==> src/pulse_gen_defines.svh <==
// Constants for the pulse generator output and approach block.
// Assumes inclusion by bare name from the design file and the bench.
`ifndef PULSE_GEN_DEFINES_SVH
`define PULSE_GEN_DEFINES_SVH
// ----------------------------------------
// Register addresses (index on the plain port)
// ----------------------------------------
`define PG_A_CODE 4'h0
`define PG_A_CTRL 4'h1
`define PG_A_STEP 4'h2
`define PG_A_CHG 4'h3
`define PG_A_TMC 4'h4
`define PG_A_PRE_A 4'h5
`define PG_A_REG_C 4'h6
`define PG_A_REG_D 4'h7
`define PG_A_PRE1 4'h8
`define PG_A_TCNT 4'h9
`define PG_RESET_BYTE 8'h00
// ----------------------------------------
// Output control codes
// ----------------------------------------
`define PG_CODE_LOW 8'h32
`define PG_CODE_HIGH 8'h33
`define PG_CODE_ACT_LOW 8'h55
`define PG_CODE_ACT_HI_DRV 8'h8d
`define PG_CODE_ACT_HI 8'haa
// ----------------------------------------
// Field positions
// ----------------------------------------
`define PG_B_EN 7
`define PG_B_MODE 6
`define PG_B_TSEL 5
`define PG_B_LOCK 4
`define PG_B_DONE_C 1
`define PG_B_DONE_D 0
`define PG_B_TRIG 7
`define PG_B_TON 4
`define PG_B_EDGE 3
`define PG_F_TIMES 6:4
`define PG_F_MCHG 3:2
`define PG_F_NCHG 1:0
`define PG_F_PSC 1:0
`define PG_F_M 4:3
`define PG_F_N 2:0
`define PG_CHG_INC 2'b10
`define PG_CHG_DEC 2'b11
`define PG_M_LOW 2'b00
`define PG_M_HIGH 2'b11
`define PG_N_MAX 3'h7
`define PG_N_MIN 3'h0
// High-speed clock divided by 128 << prescaler code
`define PG_DIV_BASE 11'h080
`endif

==> src/pulse_gen_pkg.sv <==
// Types shared by the pulse generator output and approach block.
// Assumes nothing beyond a SystemVerilog compiler.
package pulse_gen_pkg;
  // Gray-coded approach sequence t0 -> t1 -> t2 -> t3
  typedef enum logic [1:0] {
    PH_FLOAT0 = 2'b00,
    PH_TO_C = 2'b01,
    PH_TO_D = 2'b11,
    PH_FLOAT3 = 2'b10
  } phase_t;
endpackage : pulse_gen_pkg

==> src/pulse_gen_output_and_approach.sv <==
// Output state selection and pulse width approach control.
// Assumes a register master on i_sys_clk, i_pulse_active from the pulse
// timer on the same clock, and the over-voltage event from outside.
//
// How it works
// [RULE_01] Code 32 forces the output low, code 33 forces it high.
// [RULE_02] Codes 55, 8d, aa give active-low, driven active-high, active-high pulses.
// [RULE_03] Any other code leaves the output floating.
// [RULE_04] Secondary output is held low unless the code is 8d.
// [RULE_05] Software sets approach enable in software mode; hardware owns it otherwise.
// [RULE_06] Mode select 0 is software, 1 hardware; rising clears timer, reloads counter.
// [RULE_07] In software mode target select picks register C or D.
// [RULE_08] Lock flag reads 1 while adjusting; preload A, M, N writes ignored.
// [RULE_09] Read-only phase field reports t0..t3 interval in hardware mode.
// [RULE_10] Done flags set on reaching C or D; software clears only.
// [RULE_11] Flags cleared on enable rise, over-voltage trigger, or timer enable rise.
// [RULE_12] Trigger source: over-voltage event at 0, timer enable rise at 1.
// [RULE_13] Field M paces steps: codes 01, 10, 11 give 2, 3, 4 triggers.
// [RULE_14] Field N sets step size 1 to 8 toward the target.
// [RULE_15] Times field limits changes of M and N to code plus one.
// [RULE_16] M change: 00/01 keep, 10 adds one, 11 subtracts one.
// [RULE_17] M at 00 or 11 never changes.
// [RULE_18] Hardware mode reverses change direction while approaching D.
// [RULE_19] N changes the same way and saturates at 111 and 000.
// [RULE_20] Timer enable starts the counter; writes ignored in hardware over-voltage mode.
// [RULE_21] Edge select: rising edge at 0, falling edge at 1.
// [RULE_22] Prescaler divides the clock by 128, 256, 512 or 1024.
`timescale 1ns/100ps
`include "pulse_gen_defines.svh"
module pulse_gen_output_and_approach #(
  parameter int DATA_W = 8,
  parameter int PSC_W = 10
) (
  input wire logic i_sys_clk,
  input wire logic i_rst_n,
  input wire logic [3:0] i_addr,
  input wire logic [DATA_W-1:0] i_wdata,
  input wire logic i_wr,
  input wire logic i_rd,
  input wire logic i_overvoltage_event,
  input wire logic i_pulse_active,
  input wire logic i_secondary_pulse,
  output logic [DATA_W-1:0] o_rdata,
  output logic o_pulse_out,
  output logic o_pulse_oe,
  output logic o_secondary_pulse_output,
  output logic [DATA_W-1:0] o_preload_a
);
  if (DATA_W != 8 || PSC_W < 10) begin : g_check
    $error("Only 8-bit data and a prescaler of at least 10 bits are supported");
  end

  function automatic logic [1:0] phase_of(input pulse_gen_pkg::phase_t s);
    case (s)
      pulse_gen_pkg::PH_FLOAT0: phase_of = 2'h0;
      pulse_gen_pkg::PH_TO_C: phase_of = 2'h1;
      pulse_gen_pkg::PH_TO_D: phase_of = 2'h2;
      default: phase_of = 2'h3;
    endcase
  endfunction : phase_of

  // ----------------------------------------
  // State
  // ----------------------------------------
  logic [7:0] code, pre_a, reg_c, reg_d, pre1, tcnt;
  logic sw_en, mode, tsel, done_c, done_d, trig_src, tmr_on, edge_sel;
  logic [1:0] m_cnt, m_chg, n_chg, psc, pace;
  logic [2:0] n_step, times;
  logic [3:0] chg_cnt;
  logic [PSC_W-1:0] psc_cnt;
  logic ov_s1, ov_s2, ov_s3, ov_lvl, ov_prev;
  pulse_gen_pkg::phase_t st;

  // ----------------------------------------
  // Decode
  // ----------------------------------------
  wire wr_code = i_wr && i_addr == `PG_A_CODE;
  wire wr_ctrl = i_wr && i_addr == `PG_A_CTRL;
  wire wr_step = i_wr && i_addr == `PG_A_STEP;
  wire wr_chg = i_wr && i_addr == `PG_A_CHG;
  wire wr_tmc = i_wr && i_addr == `PG_A_TMC;
  wire wr_pre_a = i_wr && i_addr == `PG_A_PRE_A;

  // Over-voltage edge, taken once the last two stages agree
  wire ov_edge = ov_lvl != ov_prev && (ov_lvl ^ edge_sel); // see [RULE_21]

  wire ton_wr_ok = !(mode && !trig_src); // see [RULE_20]
  wire ton_rise = wr_tmc && ton_wr_ok && i_wdata[`PG_B_TON] && !tmr_on;
  wire hw_start = mode && (trig_src ? ton_rise : ov_edge); // see [RULE_12]
  wire sw_en_rise = !mode && wr_ctrl && i_wdata[`PG_B_EN] && !sw_en;
  wire mode_rise = wr_ctrl && i_wdata[`PG_B_MODE] && !mode; // see [RULE_06]
  wire flag_clr = sw_en_rise || (hw_start && !trig_src) || ton_rise; // see [RULE_11]

  wire hw_appr = st == pulse_gen_pkg::PH_TO_C || st == pulse_gen_pkg::PH_TO_D;
  wire en_read = mode ? hw_appr : sw_en; // see [RULE_05]
  wire use_d = mode ? st == pulse_gen_pkg::PH_TO_D : tsel; // see [RULE_07]
  wire [7:0] target = use_d ? reg_d : reg_c;
  wire adjusting = (mode ? hw_appr : sw_en) && pre_a != target;
  wire rev_dir = mode && st == pulse_gen_pkg::PH_TO_D; // see [RULE_18]

  // Prescaler: fH / (128 << code)
  wire [10:0] div = `PG_DIV_BASE << psc; // see [RULE_22]
  wire [PSC_W-1:0] psc_lim = PSC_W'(div - 11'h001);
  wire psc_tick = psc_cnt == psc_lim;

  // One step every M+1 triggers (code 00 steps on every trigger)
  wire step = psc_tick && adjusting && pace == 2'h0; // see [RULE_13]
  wire [3:0] step_amt = {1'b0, n_step} + 4'h1; // see [RULE_14]
  wire [8:0] sum_up = {1'b0, pre_a} + {5'h00, step_amt};
  wire [8:0] sum_dn = {1'b0, pre_a} - {5'h00, step_amt};
  wire go_up = pre_a < target;
  wire [7:0] a_up = sum_up > {1'b0, target} ? target : sum_up[7:0];
  wire [7:0] a_dn = sum_dn[8] || sum_dn < {1'b0, target} ? target : sum_dn[7:0];
  wire [7:0] next_pre_a = go_up ? a_up : a_dn;
  wire reached = step && next_pre_a == target;
  wire can_chg = step && chg_cnt <= {1'b0, times}; // see [RULE_15]

  wire m_inc = (m_chg == `PG_CHG_INC) ^ rev_dir; // see [RULE_16]
  wire n_inc = (n_chg == `PG_CHG_INC) ^ rev_dir;
  wire m_fixed = m_cnt == `PG_M_LOW || m_cnt == `PG_M_HIGH; // see [RULE_17]
  wire [1:0] m_moved = m_inc ? m_cnt + 2'h1 : m_cnt - 2'h1;
  wire [1:0] next_m = can_chg && m_chg[1] && !m_fixed ? m_moved : m_cnt;
  wire n_sat = n_inc ? n_step == `PG_N_MAX : n_step == `PG_N_MIN; // see [RULE_19]
  wire [2:0] n_moved = n_inc ? n_step + 3'h1 : n_step - 3'h1;
  wire [2:0] next_n = can_chg && n_chg[1] && !n_sat ? n_moved : n_step;

  wire tcnt_zero = tcnt == 8'h00;
  wire tcnt_exp = tmr_on && psc_tick && tcnt_zero;

  wire [7:0] ctrl_rd = {en_read, mode, tsel, adjusting, phase_of(st), done_c, done_d};
  wire [7:0] rd_mux =
    i_addr == `PG_A_CODE ? code :
    i_addr == `PG_A_CTRL ? ctrl_rd : // see [RULE_08] [RULE_09]
    i_addr == `PG_A_STEP ? {trig_src, 2'h0, m_cnt, n_step} :
    i_addr == `PG_A_CHG ? {1'b0, times, m_chg, n_chg} :
    i_addr == `PG_A_TMC ? {3'h0, tmr_on, edge_sel, 1'b0, psc} :
    i_addr == `PG_A_PRE_A ? pre_a :
    i_addr == `PG_A_REG_C ? reg_c :
    i_addr == `PG_A_REG_D ? reg_d :
    i_addr == `PG_A_PRE1 ? pre1 :
    i_addr == `PG_A_TCNT ? tcnt : `PG_RESET_BYTE;

  // Output state decode
  wire is_low = code == `PG_CODE_LOW;
  wire is_high = code == `PG_CODE_HIGH;
  wire is_alow = code == `PG_CODE_ACT_LOW;
  wire is_adrv = code == `PG_CODE_ACT_HI_DRV;
  wire is_ahi = code == `PG_CODE_ACT_HI;
  // Active-low code idles high and drops while the pulse timer is active
  wire next_out = is_high || (is_alow && !i_pulse_active) || // see [RULE_01] [RULE_02]
    ((is_adrv || is_ahi) && i_pulse_active);
  // Plain active-high code drives only while active; idle level floats
  wire next_oe = is_low || is_high || is_alow || is_adrv || (is_ahi && i_pulse_active); // see [RULE_03]
  wire next_sec = is_adrv && i_secondary_pulse; // see [RULE_04]

  // ----------------------------------------
  // Registers
  // ----------------------------------------
  always_ff @(posedge i_sys_clk or negedge i_rst_n) begin
    if (!i_rst_n) begin
      ov_s1 <= 1'b0;
      ov_s2 <= 1'b0;
      ov_s3 <= 1'b0;
      ov_lvl <= 1'b0;
      ov_prev <= 1'b0;
    end else begin
      ov_s1 <= i_overvoltage_event;
      ov_s2 <= ov_s1;
      ov_s3 <= ov_s2;
      ov_prev <= ov_lvl;
      if (ov_s2 == ov_s3) begin
        ov_lvl <= ov_s3;
      end
    end
  end

  always_ff @(posedge i_sys_clk or negedge i_rst_n) begin
    if (!i_rst_n) begin
      code <= `PG_RESET_BYTE;
      sw_en <= 1'b0;
      mode <= 1'b0;
      tsel <= 1'b0;
      trig_src <= 1'b0;
      m_chg <= 2'h0;
      n_chg <= 2'h0;
      times <= 3'h0;
      edge_sel <= 1'b0;
      psc <= 2'h0;
      reg_c <= `PG_RESET_BYTE;
      reg_d <= `PG_RESET_BYTE;
      pre1 <= `PG_RESET_BYTE;
    end else begin
      if (wr_code) begin
        code <= i_wdata;
      end
      if (wr_ctrl) begin
        mode <= i_wdata[`PG_B_MODE];
        tsel <= i_wdata[`PG_B_TSEL];
        if (!mode) begin
          sw_en <= i_wdata[`PG_B_EN]; // see [RULE_05]
        end
      end
      if (wr_step) begin
        trig_src <= i_wdata[`PG_B_TRIG];
      end
      if (wr_chg) begin
        times <= i_wdata[`PG_F_TIMES];
        m_chg <= i_wdata[`PG_F_MCHG];
        n_chg <= i_wdata[`PG_F_NCHG];
      end
      if (wr_tmc) begin
        edge_sel <= i_wdata[`PG_B_EDGE];
        psc <= i_wdata[`PG_F_PSC];
      end
      if (i_wr && i_addr == `PG_A_REG_C) begin
        reg_c <= i_wdata;
      end
      if (i_wr && i_addr == `PG_A_REG_D) begin
        reg_d <= i_wdata;
      end
      if (i_wr && i_addr == `PG_A_PRE1) begin
        pre1 <= i_wdata;
      end
    end
  end

  // Approach engine; a completion set wins over any clear in the same cycle
  always_ff @(posedge i_sys_clk or negedge i_rst_n) begin
    if (!i_rst_n) begin
      pre_a <= `PG_RESET_BYTE;
      m_cnt <= 2'h0;
      n_step <= 3'h0;
      done_c <= 1'b0;
      done_d <= 1'b0;
      pace <= 2'h0;
      chg_cnt <= 4'h0;
      psc_cnt <= '0;
    end else begin
      psc_cnt <= psc_tick ? '0 : psc_cnt + 1'b1;
      if (step) begin
        pre_a <= next_pre_a;
      end else if (wr_pre_a && !adjusting) begin
        pre_a <= i_wdata; // see [RULE_08]
      end
      if (wr_step && !adjusting) begin
        m_cnt <= i_wdata[`PG_F_M];
        n_step <= i_wdata[`PG_F_N];
      end else begin
        m_cnt <= next_m;
        n_step <= next_n;
      end
      if (psc_tick && adjusting) begin
        pace <= pace == 2'h0 ? m_cnt : pace - 2'h1;
      end
      if (sw_en_rise || hw_start) begin
        chg_cnt <= 4'h0;
      end else if (can_chg) begin
        chg_cnt <= chg_cnt + 4'h1;
      end
      done_c <= (reached && !use_d) ||
        (done_c && !flag_clr && !(wr_ctrl && !i_wdata[`PG_B_DONE_C])); // see [RULE_10]
      done_d <= (reached && use_d) ||
        (done_d && !flag_clr && !(wr_ctrl && !i_wdata[`PG_B_DONE_D]));
    end
  end

  // Approach timer and hardware phase sequence
  always_ff @(posedge i_sys_clk or negedge i_rst_n) begin
    if (!i_rst_n) begin
      tmr_on <= 1'b0;
      tcnt <= `PG_RESET_BYTE;
      st <= pulse_gen_pkg::PH_FLOAT0;
    end else begin
      if (mode_rise) begin
        tmr_on <= 1'b0;
        tcnt <= pre1;
        st <= pulse_gen_pkg::PH_FLOAT0;
      end else if (hw_start || ton_rise) begin
        tmr_on <= 1'b1;
        tcnt <= pre1;
        st <= pulse_gen_pkg::PH_FLOAT0;
      end else begin
        if (wr_tmc && ton_wr_ok) begin
          tmr_on <= i_wdata[`PG_B_TON]; // see [RULE_20]
        end
        if (tcnt_exp) begin
          tcnt <= pre1;
          if (mode) begin
            case (st)
              pulse_gen_pkg::PH_FLOAT0: st <= pulse_gen_pkg::PH_TO_C;
              pulse_gen_pkg::PH_TO_C: st <= pulse_gen_pkg::PH_TO_D;
              pulse_gen_pkg::PH_TO_D: st <= pulse_gen_pkg::PH_FLOAT3;
              default: st <= pulse_gen_pkg::PH_FLOAT0;
            endcase
          end
        end else if (tmr_on && psc_tick) begin
          tcnt <= tcnt - 8'h01;
        end
      end
    end
  end

  always_ff @(posedge i_sys_clk or negedge i_rst_n) begin
    if (!i_rst_n) begin
      o_rdata <= `PG_RESET_BYTE;
      o_pulse_out <= 1'b0;
      o_pulse_oe <= 1'b0;
      o_secondary_pulse_output <= 1'b0;
      o_preload_a <= `PG_RESET_BYTE;
    end else begin
      o_rdata <= i_rd ? rd_mux : `PG_RESET_BYTE;
      o_pulse_out <= next_out;
      o_pulse_oe <= next_oe;
      o_secondary_pulse_output <= next_sec;
      o_preload_a <= pre_a;
    end
  end

  // ----------------------------------------
  // Assertions
  // ----------------------------------------
  force_low_a: assert property (@(posedge i_sys_clk) disable iff (!i_rst_n) // see [RULE_01]
    is_low |=> o_pulse_oe && !o_pulse_out) else $error("forced low not driven low");
  act_low_a: assert property (@(posedge i_sys_clk) disable iff (!i_rst_n) // see [RULE_02]
    is_alow && i_pulse_active |=> o_pulse_oe && !o_pulse_out)
    else $error("active low pulse wrong");
  act_low_idle_a: assert property (@(posedge i_sys_clk) disable iff (!i_rst_n) // see [RULE_02]
    is_alow && !i_pulse_active |=> o_pulse_oe && o_pulse_out)
    else $error("active low pulse idle level wrong");
  float_other_a: assert property (@(posedge i_sys_clk) disable iff (!i_rst_n) // see [RULE_03]
    !(is_low || is_high || is_alow || is_adrv || is_ahi) |=> !o_pulse_oe)
    else $error("undefined code drives output");
  sec_low_a: assert property (@(posedge i_sys_clk) disable iff (!i_rst_n) // see [RULE_04]
    !is_adrv |=> !o_secondary_pulse_output) else $error("secondary output not low");
  hw_en_ignore_a: assert property (@(posedge i_sys_clk) disable iff (!i_rst_n) // see [RULE_05]
    mode && wr_ctrl |=> $stable(sw_en)) else $error("enable written in hardware mode");
  mode_rise_a: assert property (@(posedge i_sys_clk) disable iff (!i_rst_n) // see [RULE_06]
    mode_rise |=> !tmr_on && tcnt == $past(pre1)) else $error("mode rise no reload");
  lock_write_a: assert property (@(posedge i_sys_clk) disable iff (!i_rst_n) // see [RULE_08]
    wr_pre_a && adjusting && !step |=> $stable(pre_a)) else $error("locked preload changed");
  done_sw_a: assert property (@(posedge i_sys_clk) disable iff (!i_rst_n) // see [RULE_10]
    !done_c && !reached ##1 1'b1 |-> !done_c) else $error("done flag set without reach");
  n_sat_a: assert property (@(posedge i_sys_clk) disable iff (!i_rst_n) // see [RULE_19]
    n_step == `PG_N_MAX && !wr_step && n_inc |=> n_step == `PG_N_MAX)
    else $error("step field wrapped");
  ton_ignore_a: assert property (@(posedge i_sys_clk) disable iff (!i_rst_n) // see [RULE_20]
    mode && !trig_src && wr_tmc && !ov_edge && !mode_rise |=> $stable(tmr_on))
    else $error("timer enable written in over-voltage mode");
endmodule : pulse_gen_output_and_approach

==> config.mk <==
export PLATFORM = sky130hd
export DESIGN_NAME = pulse_gen_output_and_approach
export DESIGN_NICKNAME = d
export VERILOG_FILES = /design/src/pulse_gen_pkg.sv /design/src/pulse_gen_output_and_approach.sv
export VERILOG_INCLUDE_DIRS = /design/src /design/src/src
export SDC_FILE = /design/constraint.sdc
export NUM_CORES = 1
export LEC_CHECK = 0
export ABC_AREA = 1
export BUFFER_PORTS_ARGS = -buffer_cell sky130_fd_sc_hd__buf_2
export CORE_MARGIN = 4
export CORE_UTILIZATION = 55
export CTS_BUF_LIST = sky130_fd_sc_hd__clkbuf_2
export DETAILED_ROUTE_END_ITERATION = 8
export PLACE_DENSITY = 0.72
export SETUP_SLACK_MARGIN = 0.3
export SLEW_MARGIN = 20
export SYNTH_ARGS = -nofsm -noshare
export SYNTH_HDL_FRONTEND = slang
export SYNTH_SLANG_ARGS = --single-unit
==> constraint.sdc <==
create_clock -name i_sys_clk -period 6.2 [get_ports i_sys_clk]
set_clock_uncertainty 0.2 [all_clocks]
set_input_delay 0.31 -clock i_sys_clk [delete_from_list [all_inputs] [get_ports i_sys_clk]]
set_output_delay 0.31 -clock i_sys_clk [all_outputs]
set_load 0.01 [all_outputs]
Word level (Yosys, flattened, before mapping)
Cells that the tools add are included.
Operators by class
  multipliers: 0
  bitwise logic cells: 4
  order comparisons: 4
  reduce and logical (&&, ||, !) cells: 94
  muxes and demuxes: 44
  div/mod/pow operators: 0
  eq/ne operators: 25
  add/sub/neg operators: 12
  shift-type cells: 1
Operators by type and width (number)
  $mux W8: 21
  $logic_and A1 B1 Y1: 47
  $eq A4 B3 Y1 const B: 4
  $eq A8 B6 Y1 const B: 2
  $eq A8 B8 Y1 const B: 2
  $logic_or A1 B1 Y1: 16
  $mux W2: 8
  $logic_not A1 Y1: 15
  $pmux W2 S3: 2
  $add A10 B1 Y10 const B: 1
  $eq A10 B10 Y1: 1
  $mux W10: 1
  $shl A8 B2 Y10 const A: 1
  $sub A10 B1 Y10 const B: 1
  $add A8 B4 Y9: 1
  $gt A9 B8 Y1: 1
  $lt A9 B8 Y1: 1
  $mux W3: 3
  $reduce_bool A3 Y1: 3
  $sub A8 B4 Y9: 1
  $eq A2 B2 Y1 const B: 4
  $eq A4 B2 Y1 const B: 2
  $eq A4 B4 Y1 const B: 2
  $eq A8 B7 Y1 const B: 1
  27 further kinds: 43
Word-level totals
  output and inout port bits: 19
  memories: 0
  ROM bits: 0
  bits in writable memories: 0
  latch bits: 0
  bits in registers: 112

Depth between registers and ports, before layout
  depth after elaboration: 15
  depth in mapped cells: 29

Worst setup path after synthesis
No wires, ideal clock.
  kind: flip-flop to flip-flop
  start point: register n_step[0]
  end point: register done_c
  cell stages (with the launch flop): 26
  library setup time: 0.065 ns
  setup slack: 2.559 ns
  buffers on the path: 0
  data arrival time: 3.376 ns
  cell sequence: dfrtp_1 inv_1 ha_1 inv_1 fa_1 nand3b_1 nand2_2 nand2_1 xor2_1 inv_1 ha_1 a21oi_1 nand2_1 nand2_1 nand2_1 nand2_2 nand2_1 nand2_1 nand3_1 nand3_1 nand2_1 nor2_1 nand2_1 nor2_1 nand3_1 nand2_1
On the way
  cells in the longest elaborated chain, start to end: 10
RTL lines
  start: declaration: RTL line pulse_gen_output_and_approach.sv:68  | logic [2:0] n_step, times;
  start signal: assignment: RTL line pulse_gen_output_and_approach.sv:247  | n_step <= i_wdata[`PG_F_N];
  start signal: assignment: RTL line pulse_gen_output_and_approach.sv:250  | n_step <= next_n;
  $add A3 B1 Y4 (*): RTL line pulse_gen_output_and_approach.sv:108  | wire [3:0] step_amt = {1'b0, n_step} + 4'h1;
  $sub A8 B4 Y9: RTL line pulse_gen_output_and_approach.sv:110  | wire [8:0] sum_dn = {1'b0, pre_a} - {5'h00, step_amt};
  $lt A9 B8 Y1: RTL line pulse_gen_output_and_approach.sv:113  | wire [7:0] a_dn = sum_dn[8] || sum_dn < {1'b0, target} ? target : sum_dn[7:0];
  $logic_or A1 B1 Y1: RTL line pulse_gen_output_and_approach.sv:113
  $mux W8: RTL line pulse_gen_output_and_approach.sv:113
  $mux W8 (*): RTL line pulse_gen_output_and_approach.sv:114  | wire [7:0] next_pre_a = go_up ? a_up : a_dn;
  $eq A8 B8 Y1 (*): RTL line pulse_gen_output_and_approach.sv:115  | wire reached = step && next_pre_a == target;
  $logic_and A1 B1 Y1 (*): RTL line pulse_gen_output_and_approach.sv:115
  $logic_and A1 B1 Y1 (*): RTL line pulse_gen_output_and_approach.sv:260  | done_c <= (reached && !use_d) ||
  $logic_or A1 B1 Y1 (*): RTL line pulse_gen_output_and_approach.sv:260
  end signal: assignment: RTL line pulse_gen_output_and_approach.sv:260
  end: declaration: RTL line pulse_gen_output_and_approach.sv:66  | logic sw_en, mode, tsel, done_c, done_d, trig_src, tmr_on, edge_sel;
Every way passes the cells marked *; elsewhere a longest branch is shown, timed or not.
A chain may end at the register's enable or synchronous reset.

Final worst setup path
  start point: register n_step[1]
  end point: register done_c
The elaborated chain is that of the path after synthesis.

==> impl_metrics.json <==
{
  "synthCells": 967,
  "required_ps": 6610,
  "area_delta_synth_final_pct": 9.22,
  "wl_per_cell_um": 16.2,
  "post_cts_resize_count": 0,
  "max_cap_violations": 0,
  "setup_viol": 0,
  "drt_iter0_markers": 669,
  "synth_top_family_by_area": "simple AND/OR/NAND/NOR gates",
  "swShare": 0.492,
  "grt_max_degree": 56,
  "combPwrFrac": 0.568,
  "setup_tns_ps": 0,
  "yosys_warnings": 0,
  "grt_pass1_vias": 6326,
  "crit_path_top_delay_cell": "dfrtp_1",
  "ant_nets": 0,
  "p_seq_frac": 0.320,
  "syn_nets": 1033,
  "die_x_um": 124,
  "synth_xor_xnor_area_share": 0.0250,
  "dieArea_um2": 15300,
  "min_path_cells": 7,
  "dp.cells": 1165,
  "ir_drop_mv": 0.360,
  "cp_top_family": "simple AND/OR/NAND/NOR gates",
  "cts_sinks": 112,
  "routed_wl_um": 19500,
  "start_util": 0.559,
  "pre_cts_ws_ps": 1960,
  "grt_pass1_wl_um": 31800,
  "tightest_slew_ps": 785,
  "core_um2": 13200,
  "final-hold-violation-count": 0,
  "ys_ff_latch": 112,
  "nets": 1088,
  "hp-class": "in -> reg",
  "p_leak_nw": 4.05,
  "synthMuxAreaShare": 0,
  "synthTopCellsByArea": "dfrtp_1, nand2_1, ha_1, inv_1, o21ai_0",
  "via_per_inst": 5.58,
  "n_fill_cell": 1231,
  "die_h_um": 124,
  "drt-pass1-iter-count": 5,
  "cts.path.max_buffers": 2,
  "path_clk_slew_ps": 310,
  "yosysTopAreaCell": "dfrtp_1",
  "max_slew_margin": 0.474,
  "layout.cells.non_filler": 1203,
  "wl_met1_um": 8750,
  "worstPathArrival_ps": 4750,
  "synth_area_um2": 7370,
  "hold_buffers": 22,
  "dr_wl_met2_um": 8860,
  "htreeDepth": 3,
  "antenna_found_initial": 0,
  "intPower_mw": 1.60,
  "synth_top_area_frac": 0.380,
  "synth_edf_count": 0,
  "min_to": "mode$_DFFE_PN0P_",
  "slew_viol_final": 0,
  "numCtsBuffers": 9,
  "path_max_fanout": 9,
  "grt_overflow": 0,
  "rows": 42,
  "critPathKind": "reg -> reg",
  "reg2reg_from": "n_step[1]$_DFFE_PN0P_",
  "fin_crit_sh": 0.699,
  "rsz0062_at_grt": "false",
  "post-route-min-period_ps": 4340,
  "crit_path_frequent_cell": "nand2_1",
  "drc": 0,
  "cts_setup_buffers": 0,
  "slowest_delay_ps": 510,
  "portBuffers": 37,
  "yosys.area_share.simple": 0.263,
  "cp-start-kind": "flop",
  "p_clk_frac": 0.112,
  "r2r_end": "done_c$_DFF_PN0_",
  "ctsRootBufferMaster": "clkbuf_2",
  "powerDensity_nw_per_um2": 391,
  "max_freq_mhz": 231,
  "yosysSeqAreaShare": 0.380,
  "reg2reg_slack_ps": 1860,
  "run_status": "finished, final reports clean",
  "synth_cell_types": 51,
  "synth-main-ff-cell": "dfrtp_1",
  "gp_routability_congestion": 0.980,
  "vias": 6714,
  "clk_latency_ps": 690,
  "ff2ff_path_depth": 25,
  "setup_ws_ps": 1860,
  "drive_gt1_frac": 0.0975,
  "top_layer": "met4",
  "dp_hpwl_um": 14800,
  "cts_tree": "done",
  "hp-start": "i_addr[3]",
  "wl_met3_um": 1350,
  "syn_area_per_cell_um2": 7.62,
  "async_flop_share": 1.00,
  "pin_count": 38,
  "critPathCaptureType": "flop",
  "synth_compound_area_frac": 0.158,
  "synthAdderAreaFrac": 0.0842,
  "p_switching_mw": 1.55,
  "cp.buffers_inverters": 3,
  "grt_usage": 0.268
}
flip-flops by register name, indices dropped and copies added, names as in the netlist, 3 cells and up:
| signal | cells |
|---|---|
| n_step | 3 |
| tcnt | 8 |
| psc_cnt | 10 |
| times | 3 |
| reg_c | 8 |
| chg_cnt | 4 |
| o_preload_a | 8 |
| pre1 | 8 |
| pre_a | 8 |
| o_rdata | 8 |
| reg_d | 8 |
| code | 8 |
per-layer routing:
| metal | up-vias | global-route usage |
|---|---|---|
| li1 | 3334 | - |
| met2 | 226 | 0.421 |
| met5 | - | 0 |
| met4 | 0 | 0.0969 |
| met1 | 3103 | 0.369 |
| met3 | 51 | 0.0536 |
through the flow:
| stage | area (um^2) | total power, mW | hold WS [ps] | utilization |
|---|---|---|---|---|
| after CTS | 8050 | 3.14 | 27.8 | 0.610 |
| final | 8050 | 3.15 | 86.5 | 0.610 |
| after floorplan | 7370 | 2.33 | -186 | - |
| after global routing | 8050 | 3.45 | 37.5 | 0.610 |
| after global placement | 7700 | 2.75 | 148 | 0.584 |
| after detailed placement | 7700 | 2.76 | 152 | 0.584 |
cells in the mapped netlist, types with 3 or more instances:
library cell,n
nand2_1,215
inv_1,140
dfrtp_1,112
o21ai_0,94
nand3_1,88
nor2_1,62
ha_1,44
a21oi_1,36
o221ai_1,23
xor2_1,18
nand4_1,15
o22ai_1,11
inv_2,10
nand2_2,10
clkbuf_1,8
o211ai_1,8
nor2_4,6
nor3_1,6
nand2_4,4
nor4_1,4
a211oi_1,3
buf_2,3
buf_4,3
fa_1,3
nand3b_1,3
o21a_1,3
o21ai_1,3
xnor2_1,3
power by group through the flow:
stage / logic [mW] / registers (mW) / clock network, mW
after floorplan: 1.36 / 0.974 / 0
after global placement: 1.73 / 1.02 / 0
after detailed placement: 1.75 / 1.02 / 0
after CTS: 1.77 / 1.00 / 0.364
after global routing: 2.04 / 1.03 / 0.390
final: 1.79 / 1.01 / 0.354
layout make-up:
type | instances | area [um^2] | area share
multi-input cells | 687 | 3910 | 0.486
flip-flops and latches | 112 | 2800 | 0.348
inverters | 152 | 576 | 0.0715
repair buffers | 60 | 425 | 0.0529
well taps | 176 | 220 | 0.0274
clock inverters | 5 | 63.8 | 0.00793
clock buffers | 10 | 50.0 | 0.00622
diodes | 1 | 2.50 | 0.000311
worst max-delay path by stage:
| stage | start | endpoint | cells after the start |
|---|---|---|---|
| 3_3_place_gp | n_step[0]$_DFFE_PN0P_ | done_c$_DFF_PN0_ | 25 |
| 6_report | n_step[1]$_DFFE_PN0P_ | done_c$_DFF_PN0_ | 25 |
| 2_1_floorplan | n_step[0]$_DFFE_PN0P_ | done_c$_DFF_PN0_ | 25 |
| 5_1_grt | n_step[1]$_DFFE_PN0P_ | done_d$_DFF_PN0_ | 26 |
| 3_5_place_dp | n_step[1]$_DFFE_PN0P_ | done_c$_DFF_PN0_ | 25 |
| 4_1_cts | n_step[1]$_DFFE_PN0P_ | done_c$_DFF_PN0_ | 25 |
layout by cell type (no fill, tap or decap), types with 2 or more instances in the layout:
| cell | Yosys | final |
|---|---|---|
| o21ai_1 | 3 | 3 |
| nor4_1 | 4 | 4 |
| nor2_1 | 62 | 62 |
| a21oi_1 | 36 | 36 |
| inv_2 | 10 | 10 |
| clkbuf_2 | 0 | 10 |
| buf_4 | 3 | 2 |
| inv_6 | 0 | 3 |
| o21a_1 | 3 | 3 |
| o21ai_0 | 94 | 94 |
| o22ai_1 | 11 | 11 |
| a21oi_2 | 2 | 2 |
| xor2_1 | 18 | 18 |
| ha_1 | 44 | 44 |
| buf_2 | 3 | 36 |
| o211ai_2 | 2 | 2 |
| nor2_4 | 6 | 6 |
| nand2_4 | 4 | 4 |
| nand4_1 | 15 | 15 |
| fa_1 | 3 | 3 |
| inv_4 | 2 | 2 |
| and3_1 | 2 | 2 |
| nand2_1 | 215 | 215 |
| a211oi_1 | 3 | 3 |
| dlygate4sd3_1 | 0 | 21 |
| nand3b_1 | 3 | 3 |
| nand2_2 | 10 | 10 |
| a21o_1 | 2 | 2 |
| nor3_1 | 6 | 6 |
| inv_1 | 140 | 140 |
| nand3_2 | 2 | 2 |
| o211ai_1 | 8 | 8 |
| o221ai_1 | 23 | 23 |
| dfrtp_1 | 112 | 112 |
| nand3_1 | 88 | 88 |
| xnor2_1 | 3 | 3 |
worst register-to-register path, stage by stage, from the launching register on:
cell and delay (ps):
dfrtp_1 510, inv_1 130, ha_1 310, inv_1 90, fa_1 440, nand3b_1 190
nand2_2 140, nand2_1 80, xor2_1 190, inv_1 90, ha_1 310, a21oi_1 260
nand2_1 80, nand2_1 60, nand2_1 60, nand2_2 140, nand2_1 210, nand2_1 120
nand3_1 80, nand3_1 90, nand2_1 60, nor2_1 100, nand2_1 80, nor2_1 140
nand3_1 90, nand2_1 70
cells by family after synthesis:
| group | Yosys count |
|---|---|
| buffers and inverters | 168 |
| DFF | 112 |
| AOI/OAI and AO/OA | 194 |
| xor gates and xnor gates | 21 |
| adders and majority gates | 48 |
| and+or+nand+nor | 424 |
No activity file was read; power rests on OpenSTA's default activity.
